`src/common/pcst_pkg.sv`:
```
/*
 * Shared constants and types for the program-counter write and status
 * transfer stage: status word layout, mode codes, decode classes, cycle counts.
 * Assumes a 32-bit core whose instruction word follows the data processing
 * layout (class bits 27:26, immediate bit 25, opcode 24:21, flag bit 20).
 */
package pcst_pkg;

	// ****************************************
	// Status word layout
	// ****************************************
	localparam int WORD_W = 32;
	localparam int FLAG_N_POS = 31;
	localparam int FLAG_V_POS = 28;
	localparam int IRQ_DIS_POS = 7;
	localparam int FIQ_DIS_POS = 6;
	localparam int MODE_W = 5;
	localparam logic [31:0] STATUS_DEFINED_MASK = 32'hF00000DF;
	localparam logic [31:0] STATUS_RESET_VALUE = 32'h000000D3;

	// ****************************************
	// Mode codes and saved word bank
	// ****************************************
	localparam logic [4:0] MODE_USER = 5'h10;
	localparam logic [4:0] MODE_FIQ = 5'h11;
	localparam logic [4:0] MODE_IRQ = 5'h12;
	localparam logic [4:0] MODE_SVC = 5'h13;
	localparam logic [4:0] MODE_ABORT = 5'h17;
	localparam logic [4:0] MODE_UNDEF = 5'h1B;
	localparam int BANK_DEPTH = 5;
	localparam int BANK_AW = 3;

	// ****************************************
	// Instruction fields and timing
	// ****************************************
	localparam logic [3:0] PC_REG_IDX = 4'hF;
	localparam logic [3:0] SEL_FULL_VIEW = 4'h9;
	localparam logic [3:0] SEL_FLAGS_VIEW = 4'h8;
	localparam logic [31:0] PC_AHEAD_IMM_SHIFT = 32'h00000008;
	localparam logic [31:0] PC_AHEAD_REG_SHIFT = 32'h0000000C;
	localparam logic [1:0] FETCH_NORMAL = 2'h1;
	localparam logic [1:0] FETCH_PC_WRITTEN = 2'h3;
	localparam logic [1:0] FETCH_STATUS_XFER = 2'h1;
	localparam logic [1:0] INTERNAL_REG_SHIFT = 2'h1;

	// Decode classes of an accepted instruction
	typedef enum logic [2:0] {
		CL_NONE = 3'h0,
		CL_DATA = 3'h1,
		CL_TEST = 3'h2,
		CL_LEGACY = 3'h3,
		CL_READ = 3'h4,
		CL_WRITE_FULL = 3'h5,
		CL_WRITE_FLAGS = 3'h6
	} pcst_class_t;

	// Sequencer states, Gray coded along idle-exec-run
	typedef enum logic [1:0] {
		ST_IDLE = 2'h0,
		ST_EXEC = 2'h1,
		ST_RUN = 2'h3
	} pcst_state_t;

	// One instruction handed over by the core
	typedef struct packed {
		logic [31:0] word;
		logic [31:0] addr;
		logic [31:0] result;
		logic [3:0] flags;
		logic [31:0] source;
	} pcst_req_t;

	// Register write toward the register file
	typedef struct packed {
		logic we;
		logic [3:0] idx;
		logic [31:0] data;
	} pcst_wb_t;

endpackage

```
`src/hdl/pcst_bank.sv`:
```
/*
 * Banked saved status words, one per privileged mode, with a registered
 * read port and one write port.
 * Assumes writes and reads come from the stage on the same clock.
 */
`timescale 1ns/1ps

module pcst_bank
	import pcst_pkg::*;
#(
	parameter int WIDTH = WORD_W,
	parameter int DEPTH = BANK_DEPTH,
	parameter int AW = BANK_AW
)
(
	input wire logic clk_sys_in, // System clock
	input wire logic rst_in, // Synchronous reset, high
	input wire logic wr_en_in, // Write strobe
	input wire logic [AW-1:0] wr_idx_in, // Write slot
	input wire logic [WIDTH-1:0] wr_data_in, // Write data
	input wire logic [AW-1:0] rd_idx_in, // Read slot
	output logic [WIDTH-1:0] rd_data_out // Registered read data
);

	// ****************************************
	// Elaboration checks
	// ****************************************
	if (DEPTH < 1 || DEPTH > (1 << AW))
	begin : g_depth_bad
		$error("pcst_bank: DEPTH does not fit the index width");
	end

	logic [WIDTH-1:0] mem_reg [DEPTH];

	// Storage write
	always_ff @(posedge clk_sys_in)
	begin
		if (wr_en_in && int'(wr_idx_in) < DEPTH)
		begin
			mem_reg[wr_idx_in] <= wr_data_in;
		end
	end

	// Registered read, zero for an absent slot
	always_ff @(posedge clk_sys_in)
	begin
		if (rst_in)
		begin
			rd_data_out <= '0;
		end
		else if (int'(rd_idx_in) < DEPTH)
		begin
			rd_data_out <= mem_reg[rd_idx_in];
		end
		else
		begin
			rd_data_out <= '0;
		end
	end

endmodule

```
`src/hdl/pcst_exec.sv`:
```
/*
 * Execution stage for data processing writes to the program counter,
 * program counter operand supply, test and compare opcodes, legacy status
 * test, and status word transfers with banked saved status words.
 * Assumes the core has already passed the condition check, computed the ALU
 * result and flags, and presents operand two (register or rotated immediate)
 * as the transfer source. One instruction at a time, ready/valid handshake.
 */
`timescale 1ns/1ps

module pcst_exec
	import pcst_pkg::*;
(
	input wire logic clk_sys_in, // System clock, 200 MHz
	input wire logic rst_in, // Synchronous reset, high
	input wire logic req_valid_in, // Instruction offered
	input wire pcst_req_t req_in, // Instruction and ALU outcome
	output logic ready_out, // Stage can take an instruction
	output pcst_wb_t reg_wb_out, // General register write pulse
	output logic pc_we_out, // Program counter write pulse
	output logic [31:0] pc_value_out, // Program counter new value
	output logic [31:0] pc_operand_out, // Counter value seen as operand
	output logic [31:0] status_word_out, // Current status word
	output logic fetch_cycle_out, // Instruction fetch cycle pulse
	output logic internal_cycle_out, // Internal cycle pulse
	output logic done_out // Last cycle of the instruction
);

	// ****************************************
	// Decode helpers
	// ****************************************

	// Instruction class from its word
	function automatic pcst_class_t decode_class(input logic [31:0] w);
		pcst_class_t c;
		c = CL_NONE;
		if (w[27:26] != 2'b00)
		begin
			c = CL_NONE;
		end
		else if (!w[25] && w[7] && w[4])
		begin
			c = CL_NONE;
		end
		else if (w[24:23] == 2'b10 && !w[20])
		begin
			if (!w[21])
			begin
				c = CL_READ;
			end
			else if (w[19:16] == SEL_FULL_VIEW)
			begin
				c = CL_WRITE_FULL;
			end
			else if (w[19:16] == SEL_FLAGS_VIEW)
			begin
				c = CL_WRITE_FLAGS;
			end
			else
			begin
				c = CL_NONE;
			end
		end
		else if (w[24:23] == 2'b10)
		begin
			c = (w[15:12] == PC_REG_IDX) ? CL_LEGACY : CL_TEST;
		end
		else
		begin
			c = CL_DATA;
		end
		return c;
	endfunction

	// Bank slot for a mode; top bit marks a mode with no saved word
	function automatic logic [BANK_AW:0] bank_slot(input logic [4:0] mode);
		logic [BANK_AW:0] s;
		case (mode)
			MODE_FIQ: s = {1'b0, 3'h0};
			MODE_IRQ: s = {1'b0, 3'h1};
			MODE_SVC: s = {1'b0, 3'h2};
			MODE_ABORT: s = {1'b0, 3'h3};
			MODE_UNDEF: s = {1'b0, 3'h4};
			default: s = {1'b1, 3'h0};
		endcase
		return s;
	endfunction

	// Register specified shift amount
	function automatic logic reg_shift(input logic [31:0] w);
		return !w[25] && w[4];
	endfunction

	// ****************************************
	// State
	// ****************************************
	pcst_state_t state_reg;
	pcst_req_t req_reg;
	pcst_class_t class_reg;
	logic [31:0] status_reg;
	logic [31:0] status_next;
	logic [1:0] fetch_left_reg;
	logic [1:0] fetch_next;
	logic [1:0] int_left_reg;
	logic [1:0] int_next;
	logic [BANK_AW:0] slot;
	logic [31:0] saved_rd;
	logic saved_ok;
	logic privileged;
	logic bank_we;
	logic [31:0] bank_wdata;
	pcst_wb_t wb_next;
	logic pc_we_next;
	logic accept;

	assign accept = (state_reg == ST_IDLE) && ready_out && req_valid_in;
	assign slot = bank_slot(status_reg[MODE_W-1:0]);
	assign saved_ok = !slot[BANK_AW];
	assign privileged = status_reg[MODE_W-1:0] != MODE_USER;

	// ****************************************
	// Saved status word bank
	// ****************************************
	pcst_bank #(
		.WIDTH(WORD_W),
		.DEPTH(BANK_DEPTH),
		.AW(BANK_AW)
	) pcst_bank_i (
		.clk_sys_in(clk_sys_in),
		.rst_in(rst_in),
		.wr_en_in(bank_we),
		.wr_idx_in(slot[BANK_AW-1:0]),
		.wr_data_in(bank_wdata),
		.rd_idx_in(slot[BANK_AW-1:0]),
		.rd_data_out(saved_rd)
	);

	// ****************************************
	// Execution effects
	// ****************************************

	// Status, bank and register effects of the latched instruction
	always_comb
	begin
		status_next = status_reg;
		bank_we = 1'b0;
		bank_wdata = '0;
		wb_next = '0;
		pc_we_next = 1'b0;
		fetch_next = FETCH_NORMAL;
		int_next = reg_shift(req_reg.word) ? INTERNAL_REG_SHIFT : 2'h0;
		if (state_reg == ST_EXEC)
		begin
			case (class_reg)
				CL_DATA:
				begin
					if (req_reg.word[15:12] == PC_REG_IDX)
					begin
						pc_we_next = 1'b1;
						fetch_next = FETCH_PC_WRITTEN;
						if (req_reg.word[20] && saved_ok)
						begin
							status_next = saved_rd & STATUS_DEFINED_MASK;
						end
					end
					else
					begin
						wb_next.we = 1'b1;
						wb_next.idx = req_reg.word[15:12];
						wb_next.data = req_reg.result;
						if (req_reg.word[20])
						begin
							status_next[FLAG_N_POS:FLAG_V_POS] = req_reg.flags;
						end
					end
				end
				CL_TEST:
				begin
					status_next[FLAG_N_POS:FLAG_V_POS] = req_reg.flags;
				end
				CL_LEGACY:
				begin
					if (privileged && saved_ok)
					begin
						status_next = saved_rd & STATUS_DEFINED_MASK;
					end
				end
				CL_READ:
				begin
					fetch_next = FETCH_STATUS_XFER;
					int_next = 2'h0;
					wb_next.we = 1'b1;
					wb_next.idx = req_reg.word[15:12];
					if (req_reg.word[22])
					begin
						wb_next.data = saved_ok ? (saved_rd & STATUS_DEFINED_MASK) : '0;
					end
					else
					begin
						wb_next.data = status_reg & STATUS_DEFINED_MASK;
					end
				end
				CL_WRITE_FULL:
				begin
					fetch_next = FETCH_STATUS_XFER;
					int_next = 2'h0;
					if (req_reg.word[22])
					begin
						bank_we = saved_ok;
						bank_wdata = req_reg.source & STATUS_DEFINED_MASK;
					end
					else if (privileged)
					begin
						status_next = req_reg.source & STATUS_DEFINED_MASK;
					end
					else
					begin
						status_next[FLAG_N_POS:FLAG_V_POS] =
							req_reg.source[FLAG_N_POS:FLAG_V_POS];
					end
				end
				CL_WRITE_FLAGS:
				begin
					fetch_next = FETCH_STATUS_XFER;
					int_next = 2'h0;
					if (req_reg.word[22])
					begin
						bank_we = saved_ok;
						bank_wdata = {req_reg.source[FLAG_N_POS:FLAG_V_POS],
							saved_rd[FLAG_V_POS-1:0] & STATUS_DEFINED_MASK[FLAG_V_POS-1:0]};
					end
					else
					begin
						status_next[FLAG_N_POS:FLAG_V_POS] =
							req_reg.source[FLAG_N_POS:FLAG_V_POS];
					end
				end
				default:
				begin
					status_next = status_reg;
				end
			endcase
		end
	end

	// ****************************************
	// Sequencer
	// ****************************************

	// State and remaining fetch and internal cycles
	always_ff @(posedge clk_sys_in)
	begin
		if (rst_in)
		begin
			state_reg <= ST_IDLE;
			fetch_left_reg <= 2'h0;
			int_left_reg <= 2'h0;
		end
		else
		begin
			case (state_reg)
				ST_IDLE:
				begin
					if (accept)
					begin
						state_reg <= ST_EXEC;
					end
				end
				ST_EXEC:
				begin
					fetch_left_reg <= fetch_next;
					int_left_reg <= int_next;
					state_reg <= ST_RUN;
				end
				ST_RUN:
				begin
					if (fetch_left_reg != 2'h0)
					begin
						fetch_left_reg <= fetch_left_reg - 2'h1;
					end
					else
					begin
						int_left_reg <= int_left_reg - 2'h1;
					end
					if ({1'b0, fetch_left_reg} + {1'b0, int_left_reg} == 3'h1)
					begin
						state_reg <= ST_IDLE;
					end
				end
				default:
				begin
					state_reg <= ST_IDLE;
				end
			endcase
		end
	end

	// Cycle strobes and completion
	always_ff @(posedge clk_sys_in)
	begin
		if (rst_in)
		begin
			fetch_cycle_out <= 1'b0;
			internal_cycle_out <= 1'b0;
			done_out <= 1'b0;
			ready_out <= 1'b0;
		end
		else
		begin
			fetch_cycle_out <= (state_reg == ST_RUN) && (fetch_left_reg != 2'h0);
			internal_cycle_out <= (state_reg == ST_RUN) && (fetch_left_reg == 2'h0);
			done_out <= (state_reg == ST_RUN) &&
				({1'b0, fetch_left_reg} + {1'b0, int_left_reg} == 3'h1);
			ready_out <= (state_reg == ST_IDLE && !req_valid_in) ||
				(state_reg == ST_RUN &&
				{1'b0, fetch_left_reg} + {1'b0, int_left_reg} == 3'h1);
		end
	end

	// ****************************************
	// Instruction capture
	// ****************************************

	// Latch the offered instruction and its counter operand
	always_ff @(posedge clk_sys_in)
	begin
		if (rst_in)
		begin
			req_reg <= '0;
			class_reg <= CL_NONE;
			pc_operand_out <= '0;
		end
		else if (accept)
		begin
			req_reg <= req_in;
			class_reg <= decode_class(req_in.word);
			if (reg_shift(req_in.word))
			begin
				pc_operand_out <= req_in.addr + PC_AHEAD_REG_SHIFT;
			end
			else
			begin
				pc_operand_out <= req_in.addr + PC_AHEAD_IMM_SHIFT;
			end
		end
	end

	// ****************************************
	// Status word and write-back
	// ****************************************

	// Current status word, reserved bits held at zero
	always_ff @(posedge clk_sys_in)
	begin
		if (rst_in)
		begin
			status_reg <= STATUS_RESET_VALUE;
			status_word_out <= STATUS_RESET_VALUE;
		end
		else
		begin
			status_reg <= status_next & STATUS_DEFINED_MASK;
			status_word_out <= status_next & STATUS_DEFINED_MASK;
		end
	end

	// Register and counter write pulses
	always_ff @(posedge clk_sys_in)
	begin
		if (rst_in)
		begin
			reg_wb_out <= '0;
			pc_we_out <= 1'b0;
			pc_value_out <= '0;
		end
		else
		begin
			reg_wb_out <= wb_next;
			pc_we_out <= pc_we_next;
			if (pc_we_next)
			begin
				pc_value_out <= req_reg.result;
			end
		end
	end

endmodule

```
`config.mk`:
```
export PLATFORM = sky130hd
export DESIGN_NAME = pcst_exec
export DESIGN_NICKNAME = d
export VERILOG_FILES = /design/src/common/pcst_pkg.sv /design/src/hdl/pcst_bank.sv /design/src/hdl/pcst_exec.sv
export SDC_FILE = /design/constraint.sdc
export NUM_CORES = 1
export LEC_CHECK = 0
export BUFFER_PORTS_ARGS = -buffer_cell sky130_fd_sc_hd__buf_4
export CORE_UTILIZATION = 57
export DETAILED_ROUTE_END_ITERATION = 12
export PLACE_DENSITY_LB_ADDON = 0.1
export REMOVE_ABC_BUFFERS = 1
export SLEW_MARGIN = 20
export SYNTH_ARGS = -nofsm -noshare
export SYNTH_HDL_FRONTEND = slang
export SYNTH_HIERARCHICAL = 1
export SYNTH_SLANG_ARGS = --single-unit
```
`constraint.sdc`:
```
create_clock -name clk_sys_in -period 6.2 [get_ports clk_sys_in]
set_input_delay 1.55 -clock clk_sys_in [delete_from_list [all_inputs] [get_ports clk_sys_in]]
set_output_delay 1.55 -clock clk_sys_in [all_outputs]
set_load 0.03 [all_outputs]
```
---- After elaboration in Yosys (flattened, before gate mapping) ----
Memories as Yosys holds them, arrays and structs flattened. A register that Yosys moved wholly into a read port is not among the register bits.
Index checks and enable logic that the tools add are counted.
word-level totals
  memories kept ........................... 1
  word-level logic and storage cells ...... 145
  bits of input ports ..................... 135
  bits in registers ....................... 241
  output and inout port bits .............. 138
  bits in writable memories ............... 160
cells by class
  bitwise gates (word level) .............. 2
  equal/unequal tests ..................... 32
  mux-type cells .......................... 47
  reductions and logical operators ........ 36
  add/sub/neg operators ................... 5
  magnitude comparators ................... 1
memory list
  name                 depth  width  read ports  clocked after memory_dff  wr ports  line             text
  pcst_bank_i.mem_reg  5      32     1           1                         1         pcst_bank.sv:33  logic [WIDTH-1:0] mem_reg [DEPTH];
operator list
  operator                                             number
  2-to-1 mux 32 bit                                    9
  case mux 28 bit (3 select lines)                     1
  case mux 37 bit (2 select lines)                     1
  adder 32 x 4 -> 32 bit, second input constant        2
  case mux 32 bit (2 select lines)                     1
  2-to-1 mux 28 bit                                    2
  case mux 4 bit (5 select lines)                      2
  2-to-1 mux 37 bit                                    1
  equality test 5 bit, second input constant           5
  inequality test 2 bit, second input constant         10
  2-to-1 mux 3 bit                                     6
  equality test 4 bit, second input constant           4
  logical AND 1 bit                                    14
  2-to-1 mux 2 bit                                     7
  AND reduction 7 bit                                  2
  2-to-1 mux 4 bit                                     3
  2-to-1 mux 1 bit                                     11
  equality test 3 bit, second input constant           3
  case mux 2 bit (2 select lines)                      2
  equality test 3 x 1 -> 1 bit, second input constant  2
  equality test 3 x 2 -> 1 bit, second input constant  2
  inequality test 3 bit, second input constant         2
  case mux 2 bit (3 select lines)                      1
  AND reduction 2 bit                                  3
  other kinds (15)                                     27

---- Depth between registers and ports, before layout ----
Gate-level depths: netlist of run 1.
  depth in word-level cells ............... 9
  mapped depth ............................ 8
  gate-level depth less buffers ........... 7

---- Modules after synthesis ----
The synthesis of run 1 kept the hierarchy.
modules (own cells, without submodules)
  module     area each (sq um)  sequential area each (sq um)  instances  cells each
  pcst_exec  7916.3             3623.5                        1          946
  pcst_bank  6774.0             5445.2                        1          352

---- Least setup slack after synthesis of run 1 ----
No wires, ideal clock.
  path kind ............................... reg-to-reg
  start point ............................. reg status_reg[0]
  end point ............................... mem pcst_bank_i/mem_reg[4][0] (netlist bit), enable pin
  stages on the path, launching flop included .. 7
  period minus slack after synthesis ...... 4.498 ns
  setup slack ............................. 1.702 ns
  setup time .............................. 0.468 ns
  data arrival time ....................... 4.030 ns
  buffers on the path ..................... 1
  data required time ...................... 5.732 ns
  cells stage by stage .................... dfxtp_1 > buf_2 > or3b_1 > o211a_2 > nor4_1 > nand2b_1 > nor3b_1
between the ends
  longest elaborated chain between the ends .. 9
  elaborated cells between the ends (all ways) .. 14
  those cells by class .................... order compare (1); eq/ne (5); mux (6); reduce/logical (2)
RTL lines
  element                                   line                                text
  start: declaration                        pcst_exec.sv:100                    logic [31:0] status_reg;
  start signal: assignment                  pcst_exec.sv:362                    status_reg <= status_next & STATUS_DEFINED_MASK;
  equality test 5 bit                       pcst_exec.sv:78                     case (mode)
  case mux 4 bit (5 select lines) *         pcst_exec.sv:78
  zero test 1 bit *                         pcst_exec.sv:118                    assign saved_ok = !slot[BANK_AW];
  2-to-1 mux 1 bit *                        pcst_exec.sv:207, pcst_exec.sv:226
  2-to-1 mux 1 bit *                        --
  2-to-1 mux 1 bit *                        pcst_exec.sv:152                    if (state_reg == ST_EXEC)
  named net bank_we                         pcst_exec.sv:110                    logic bank_we;
  logical AND 1 bit *                       pcst_bank.sv:38                     if (wr_en_in && int'(wr_idx_in) < DEPTH)
  2-to-1 mux 1 bit *                        pcst_bank.sv:38
  2-to-1 mux 1 bit (implied by the code) *  pcst_bank.sv:40                     mem_reg[wr_idx_in] <= wr_data_in;
  end: declaration                          pcst_bank.sv:33
The timed path passes the listed nets; every way through them passes the cells marked *.

---- Worst setup path after layout of run 1 ----
  start point ............................. reg state_reg[0]
  end point ............................... mem pcst_bank_i/mem_reg[2][2] (netlist bit), enable pin
between the ends
  longest elaborated chain between the ends .. 5
RTL lines
  element                                 line              text
  start: declaration                      pcst_exec.sv:97   pcst_state_t state_reg;
  start signal: assignment                pcst_exec.sv:255  state_reg <= ST_IDLE;
  start signal: assignment                pcst_exec.sv:266  state_reg <= ST_EXEC;
  start signal: assignment                pcst_exec.sv:273  state_reg <= ST_RUN;
  equality test 2 x 1 -> 1 bit            pcst_exec.sv:152
  2-to-1 mux 1 bit                        pcst_exec.sv:152
  named net bank_we                       pcst_exec.sv:110
  logical AND 1 bit                       pcst_bank.sv:38
  2-to-1 mux 1 bit                        pcst_bank.sv:38
  2-to-1 mux 1 bit (implied by the code)  pcst_bank.sv:40
The timed path passes the listed nets, and every way through them passes these cells.

==> flow_metrics.py, run 1 <==
metrics = {
    "run_status": {
        "status": "finished, final reports clean",
    },
    "die": {
        "die_w_um": 137,
        "die_y_um": 137,
        "die-area_sq_um": 18700,
        "row_count": 48,
        "start_util": 0.591,
        "coreArea_sq_um": 17500,
        "io_pins": 273,
    },
    "cts": {
        "clkSinkCount": 247,
        "cts_tree": "yes",
        "clk_latency_ns": 0.51,
        "cts.path.max_buffers": 3,
        "cts_made_buffers": 24,
        "htree_num_levels": 1,
        "cts_hold_buf": 0,
        "cts_resized": 0,
        "post_cts_buffers": 0,
        "cts-root-buf": "clkbuf_16",
        "cts.clk_slew.worst_paths_ns": 0.06,
    },
    "timing": {
        "slew_headroom": 0.256,
        "rsz0062_at_grt": "false",
        "period_needed_ns": 3.31,
        "setup_ws_ns": 2.89,
        "fmax_mhz": 302,
        "worst_slew_pin_slew_ns": 1.11,
        "slew_violations": 0,
        "hold_violations": 0,
        "clock_skew_ns": 0.00922,
        "timing.final.crit_share": 0.534,
        "setup_viol": 0,
        "tns_ns": 0,
    },
    "place": {
        "dp_hpwl_um": 16400,
        "numPlacedInstances": 1454,
        "gp_congestion": 0.837,
        "pre_cts_slack_ns": 2.73,
        "io_buffer_count": 216,
        "place_area_sq_um": 11900,
    },
    "worst_setup_path": {
        "critPathArrivalTime_ns": 3.43,
        "r2r-start": "state_reg[0]",
        "rrSetupSlack_ns": 2.89,
        "worst-r2r-cell-count": 5,
        "r2r_end": "pcst_bank_i/mem_reg[2][2]",
        "worstPathRequired_ns": 6.32,
        "critPathCaptureType": "flip-flop",
        "worstSetupStartpointType": "flip-flop",
        "cp-startpoint": "state_reg[0]",
        "crit_type": "reg -> reg",
        "crit_fanout": 15,
    },
    "power_and_ir_drop": {
        "p_leak_nw": 4.86,
        "vdd_drop_max_mv": 0.193,
        "power_density_nw_per_um2": 266,
    },
    "cells_and_area": {
        "utilization": 0.725,
        "fin_nets": 1396,
        "stdcell_count": 1498,
        "drive_gt1_frac": 0.245,
        "insertedDiodeCount": 0,
        "syn2layout_area_growth_pct": 22.6,
        "fin_area_sq_um": 12700,
    },
    "global_routing": {
        "grt.total_usage": 0.254,
        "grt_pass1_wl_um": 37600,
        "overflow": 0,
        "grt_max_degree": 77,
        "grt_pass1_vias": 7576,
        "grt_antenna_before_repair": 0,
    },
    "synthesis": {
        "yosysWarnings": 6,
        "postSynthCellCount": 1083,
        "avgSynthCellArea_sq_um": 9.55,
        "syn_area_sq_um": 10300,
    },
    "run": {
        "cap_violations": 0,
    },
    "drt": {
        "drt_iter0_drc": 452,
        "final_antenna_net_count": 0,
        "viasPerCell": 5.48,
        "vias": 8208,
        "wl_per_cell_um": 16.2,
        "routed_wirelength_um": 24200,
        "drcViolationCount": 0,
        "drt-pass1-iter-count": 6,
    },
    "min_path": {
        "hold_depth": 2,
        "hold_class": "reg -> reg",
        "holdPathEnd": "pc_value_out[3]",
        "min_from": "pc_value_out[3]",
    },
}
-- layout by cell type (no fill, tap or decap), types with 5 or more instances in the layout --
| master | count |
|---|---|
| nand2_1 | 208 |
| a211oi_1 | 34 |
| conb_1 | 21 |
| edfxtp_1 | 55 |
| clkbuf_16 | 25 |
| mux2i_1 | 21 |
| nand4_1 | 5 |
| xnor2_1 | 20 |
| and4_1 | 5 |
| nor2_1 | 76 |
| a311oi_1 | 7 |
| and2_1 | 28 |
| dfxtp_1 | 192 |
| o22ai_1 | 16 |
| buf_4 | 223 |
| xor2_1 | 5 |
| a22oi_1 | 7 |
| nand2b_1 | 14 |
| ha_1 | 5 |
| a222oi_1 | 11 |
| mux2_2 | 16 |
| inv_1 | 16 |
| and3_1 | 12 |
| o21ai_0 | 14 |
| a21oi_1 | 114 |
| nand3_1 | 12 |
| nor3_1 | 17 |
| clkinv_2 | 5 |
| nor4_1 | 7 |
-- critical path, stage by stage, from the launching register on --
cell      delay (ns)
dfxtp_1         0.64
nor2b_1         0.40
nand3_1         0.32
nor4_1          0.49
nand2b_1        0.19
nor2_1          0.88
-- final cells by class --
| type | count | area, sq um |
|---|---|---|
| flip-flops and latches | 247 | 5500 |
| fillers | 1367 | 4800 |
| multi-input cells | 743 | 4370 |
| repair buffers | 223 | 1670 |
| clock buffers | 31 | 678 |
| well taps | 225 | 282 |
| clock inverters | 13 | 114 |
| inverters | 16 | 60.1 |
-- per-layer routing --
metal / up-vias / part of all wire / track usage
met5: - / 0 / 0
met4: 0 / 0.022 / 0.0815
met3: 40 / 0.073 / 0.0467
met2: 281 / 0.48 / 0.433
met1: 3791 / 0.43 / 0.325
li1: 4096 / - / -
-- through the flow --
| stage | power (W) | hold WS [ns] |
|---|---|---|
| floorplan | 0.00184 | 0.425 |
| global placement | 0.00195 | 0.438 |
| detailed placement | 0.00195 | 0.448 |
| CTS | 0.00339 | 0.456 |
| global route | 0.00348 | 0.469 |
| finish | 0.00337 | 0.453 |
-- how the worst max path moves through the flow --
stage                                 endpoint  slack, ns  cells past startpoint
floorplan            pcst_bank_i/mem_reg[0][0]       1.94                      3
global placement                  state_reg[0]       2.76                      4
detailed placement          pc_operand_out[24]       2.73                      6
CTS                  pcst_bank_i/mem_reg[2][2]       2.83                      5
global route        pcst_bank_i/mem_reg[2][29]       2.63                      5
finish               pcst_bank_i/mem_reg[2][2]       2.89                      5
-- power by group --
group	internal (W)	total, W	switching, W	leakage [nW]
Clock	0.000853	0.00145	0.000595	0.391
Sequential	0.00166	0.00168	0.0000211	1.99
Combinational	0.0000946	0.000237	0.000142	2.48
No activity file was read; power rests on OpenSTA's default activity.
==> run 2: changes to the inputs <==
--- a/config.mk
+++ b/config.mk
@@ -5,6 +5,7 @@
 export SDC_FILE = /design/constraint.sdc
 export NUM_CORES = 1
 export LEC_CHECK = 0
+export ABC_AREA = 1
 export BUFFER_PORTS_ARGS = -buffer_cell sky130_fd_sc_hd__buf_4
 export CORE_UTILIZATION = 57
 export DETAILED_ROUTE_END_ITERATION = 12
==> constraint.sdc (replaced) <==
create_clock -name clk_sys_in -period 3.2 [get_ports clk_sys_in]
set_input_delay 0.8 -clock clk_sys_in [delete_from_list [all_inputs] [get_ports clk_sys_in]]
set_output_delay 0.8 -clock clk_sys_in [all_outputs]
set_load 0.03 [all_outputs]
==> flow_metrics.py, run 2 <==
metrics = {
    "run_status": {
        "status": "finished, final reports clean",
    },
    "worst_setup_path": {
        "critPathCaptureType": "flip-flop",
        "r2r_end": "pcst_bank_i/mem_reg[1][31]",
        "worstSetupStartpointType": "flip-flop",
        "rrSetupSlack_ns": 0.80,
        "worst-r2r-cell-count": 10,
        "critPathArrivalTime_ns": 2.64,
        "crit_fanout": 10,
        "crit_end": "pcst_bank_i/mem_reg[1][31]",
        "cp-startpoint": "status_reg[3]",
        "r2r-start": "status_reg[3]",
        "worstPathRequired_ns": 3.44,
        "crit_type": "reg -> reg",
    },
    "cells_and_area": {
        "final_common_cell": "nand2_1",
        "drive_gt1_frac": 0.216,
        "syn2layout_area_growth_pct": 22.8,
        "stdcell_count": 1784,
        "fin_nets": 1676,
        "multi_input_area_sq_um": 4300,
        "seqCellArea_sq_um": 5500,
        "fillers": 1473,
        "layout_common_cells": "nand2_1 (254), buf_4 (240), dfxtp_1 (192), nor2_1 (151), a21oi_1 (130)",
        "insertedDiodeCount": 0,
    },
    "place": {
        "gp_congestion": 0.883,
        "numPlacedInstances": 1736,
        "dp_hpwl_um": 18600,
        "io_buffer_count": 216,
    },
    "timing": {
        "tns_ns": 0,
        "hold_violations": 0,
        "timing.final.crit_share": 0.750,
        "setup_viol": 0,
        "slew_violations": 0,
        "fmax_mhz": 417,
        "period_needed_ns": 2.40,
        "rsz0062_at_grt": "false",
        "clock_skew_ns": 0.0167,
        "worst_slew_pin_slew_ns": 0.702,
        "slew_headroom": 0.532,
    },
    "global_routing": {
        "grt_max_degree": 44,
        "grt_antenna_before_repair": 0,
        "overflow": 0,
        "grt_pass1_wl_um": 44200,
        "grt_pass1_vias": 9067,
        "grt.total_usage": 0.281,
    },
    "cts": {
        "htree_num_levels": 1,
        "cts-root-buf": "clkbuf_16",
        "clkSinkCount": 247,
        "cts_hold_buf": 0,
        "cts.clk_slew.worst_paths_ns": 0.06,
        "post_cts_buffers": 0,
        "cts_resized": 0,
        "cts_made_buffers": 26,
        "clk_latency_ns": 0.53,
        "cts_tree": "yes",
        "cts.path.max_buffers": 3,
    },
    "die": {
        "io_pins": 273,
        "die_y_um": 139,
        "die_w_um": 139,
        "row_count": 49,
        "start_util": 0.590,
        "coreArea_sq_um": 18200,
        "die-area_sq_um": 19400,
    },
    "synthesis": {
        "postSynthCellCount": 1345,
        "yosysWarnings": 6,
        "syn_area_sq_um": 10700,
        "avgSynthCellArea_sq_um": 7.99,
    },
    "power_and_ir_drop": {
        "power_switching_w": 0.00161,
        "switching_share": 0.235,
        "vdd_drop_max_mv": 0.408,
        "pwr-share-seq": 0.483,
        "power_density_nw_per_um2": 517,
        "p_leak_nw": 5.52,
        "combPwrFrac": 0.081,
        "p_int_w": 0.00521,
        "clkPwrFrac": 0.437,
    },
    "drt": {
        "viasPerCell": 5.33,
        "drt-pass1-iter-count": 5,
        "vias": 9510,
        "routed_wirelength_um": 27300,
        "drt_iter0_drc": 678,
        "wl_per_cell_um": 15.3,
        "final_antenna_net_count": 0,
        "drcViolationCount": 0,
    },
    "min_path": {
        "hold_depth": 2,
        "hold_class": "reg -> reg",
        "min_from": "req_reg[104]",
    },
    "run": {
        "cap_violations": 0,
    },
}
-- run 2: power groups by stage --
stage               registers, W  clock network [W]  logic, W
floorplan                0.00340                  0  0.000256
global placement         0.00336                  0  0.000538
detailed placement       0.00336                  0  0.000545
CTS                      0.00329            0.00301  0.000549
global route             0.00330            0.00315  0.000609
finish                   0.00329            0.00298  0.000551
-- run 2: worst min-delay path by stage --
stage	end	slack, ns
4_1_cts	req_reg[104]	0.46
2_1_floorplan	reg_wb_out[34]	0.43
5_1_grt	pc_value_out[5]	0.47
3_5_place_dp	reg_wb_out[35]	0.44
3_3_place_gp	reg_wb_out[34]	0.44
6_report	req_reg[104]	0.45
-- run 2: cell type report --
cell class | instances | share of cell area
Timing Repair Buffer | 240 | 0.137
Inverter | 116 | 0.0330
Tap cell | 229 | 0.0217
Clock inverter | 12 | 0.00759
Sequential cell | 247 | 0.417
Clock buffer | 36 | 0.0583
Multi-Input combinational cell | 904 | 0.326
-- run 2: worst max-delay path, cell delays in order, from the launching register on --
cell and delay [ns]:
dfxtp_1 0.39, nor2_1 0.25, nand2_1 0.08, nor2_1 0.11
nor2_1 0.08, nand2_4 0.10, nand2_2 0.14, nor3_1 0.34
inv_1 0.10, nor3_1 0.29, buf_4 0.23
-- run 2: per-layer routing --
metal | up-vias | track usage | routed length, um
met1 | 4349 | 0.372 | 11900
met5 | - | 0 | 0
met3 | 43 | 0.0492 | 2190
met2 | 373 | 0.467 | 12500
li1 | 4745 | - | -
met4 | 0 | 0.0930 | 658
-- run 2: through the flow --
| step | worst slack, ns | total power (W) | util | cell area (sq um) | hold slack (ns) |
|---|---|---|---|---|---|
| detailed placement | 0.884 | 0.00390 | 0.677 | 12300 | 0.444 |
| global placement | 0.880 | 0.00389 | 0.677 | 12300 | 0.439 |
| finish | 0.801 | 0.00682 | 0.724 | 13200 | 0.455 |
| global route | 0.635 | 0.00706 | 0.724 | 13200 | 0.472 |
| floorplan | -0.567 | 0.00365 | - | 10200 | 0.430 |
| CTS | 0.839 | 0.00685 | 0.724 | 13200 | 0.457 |
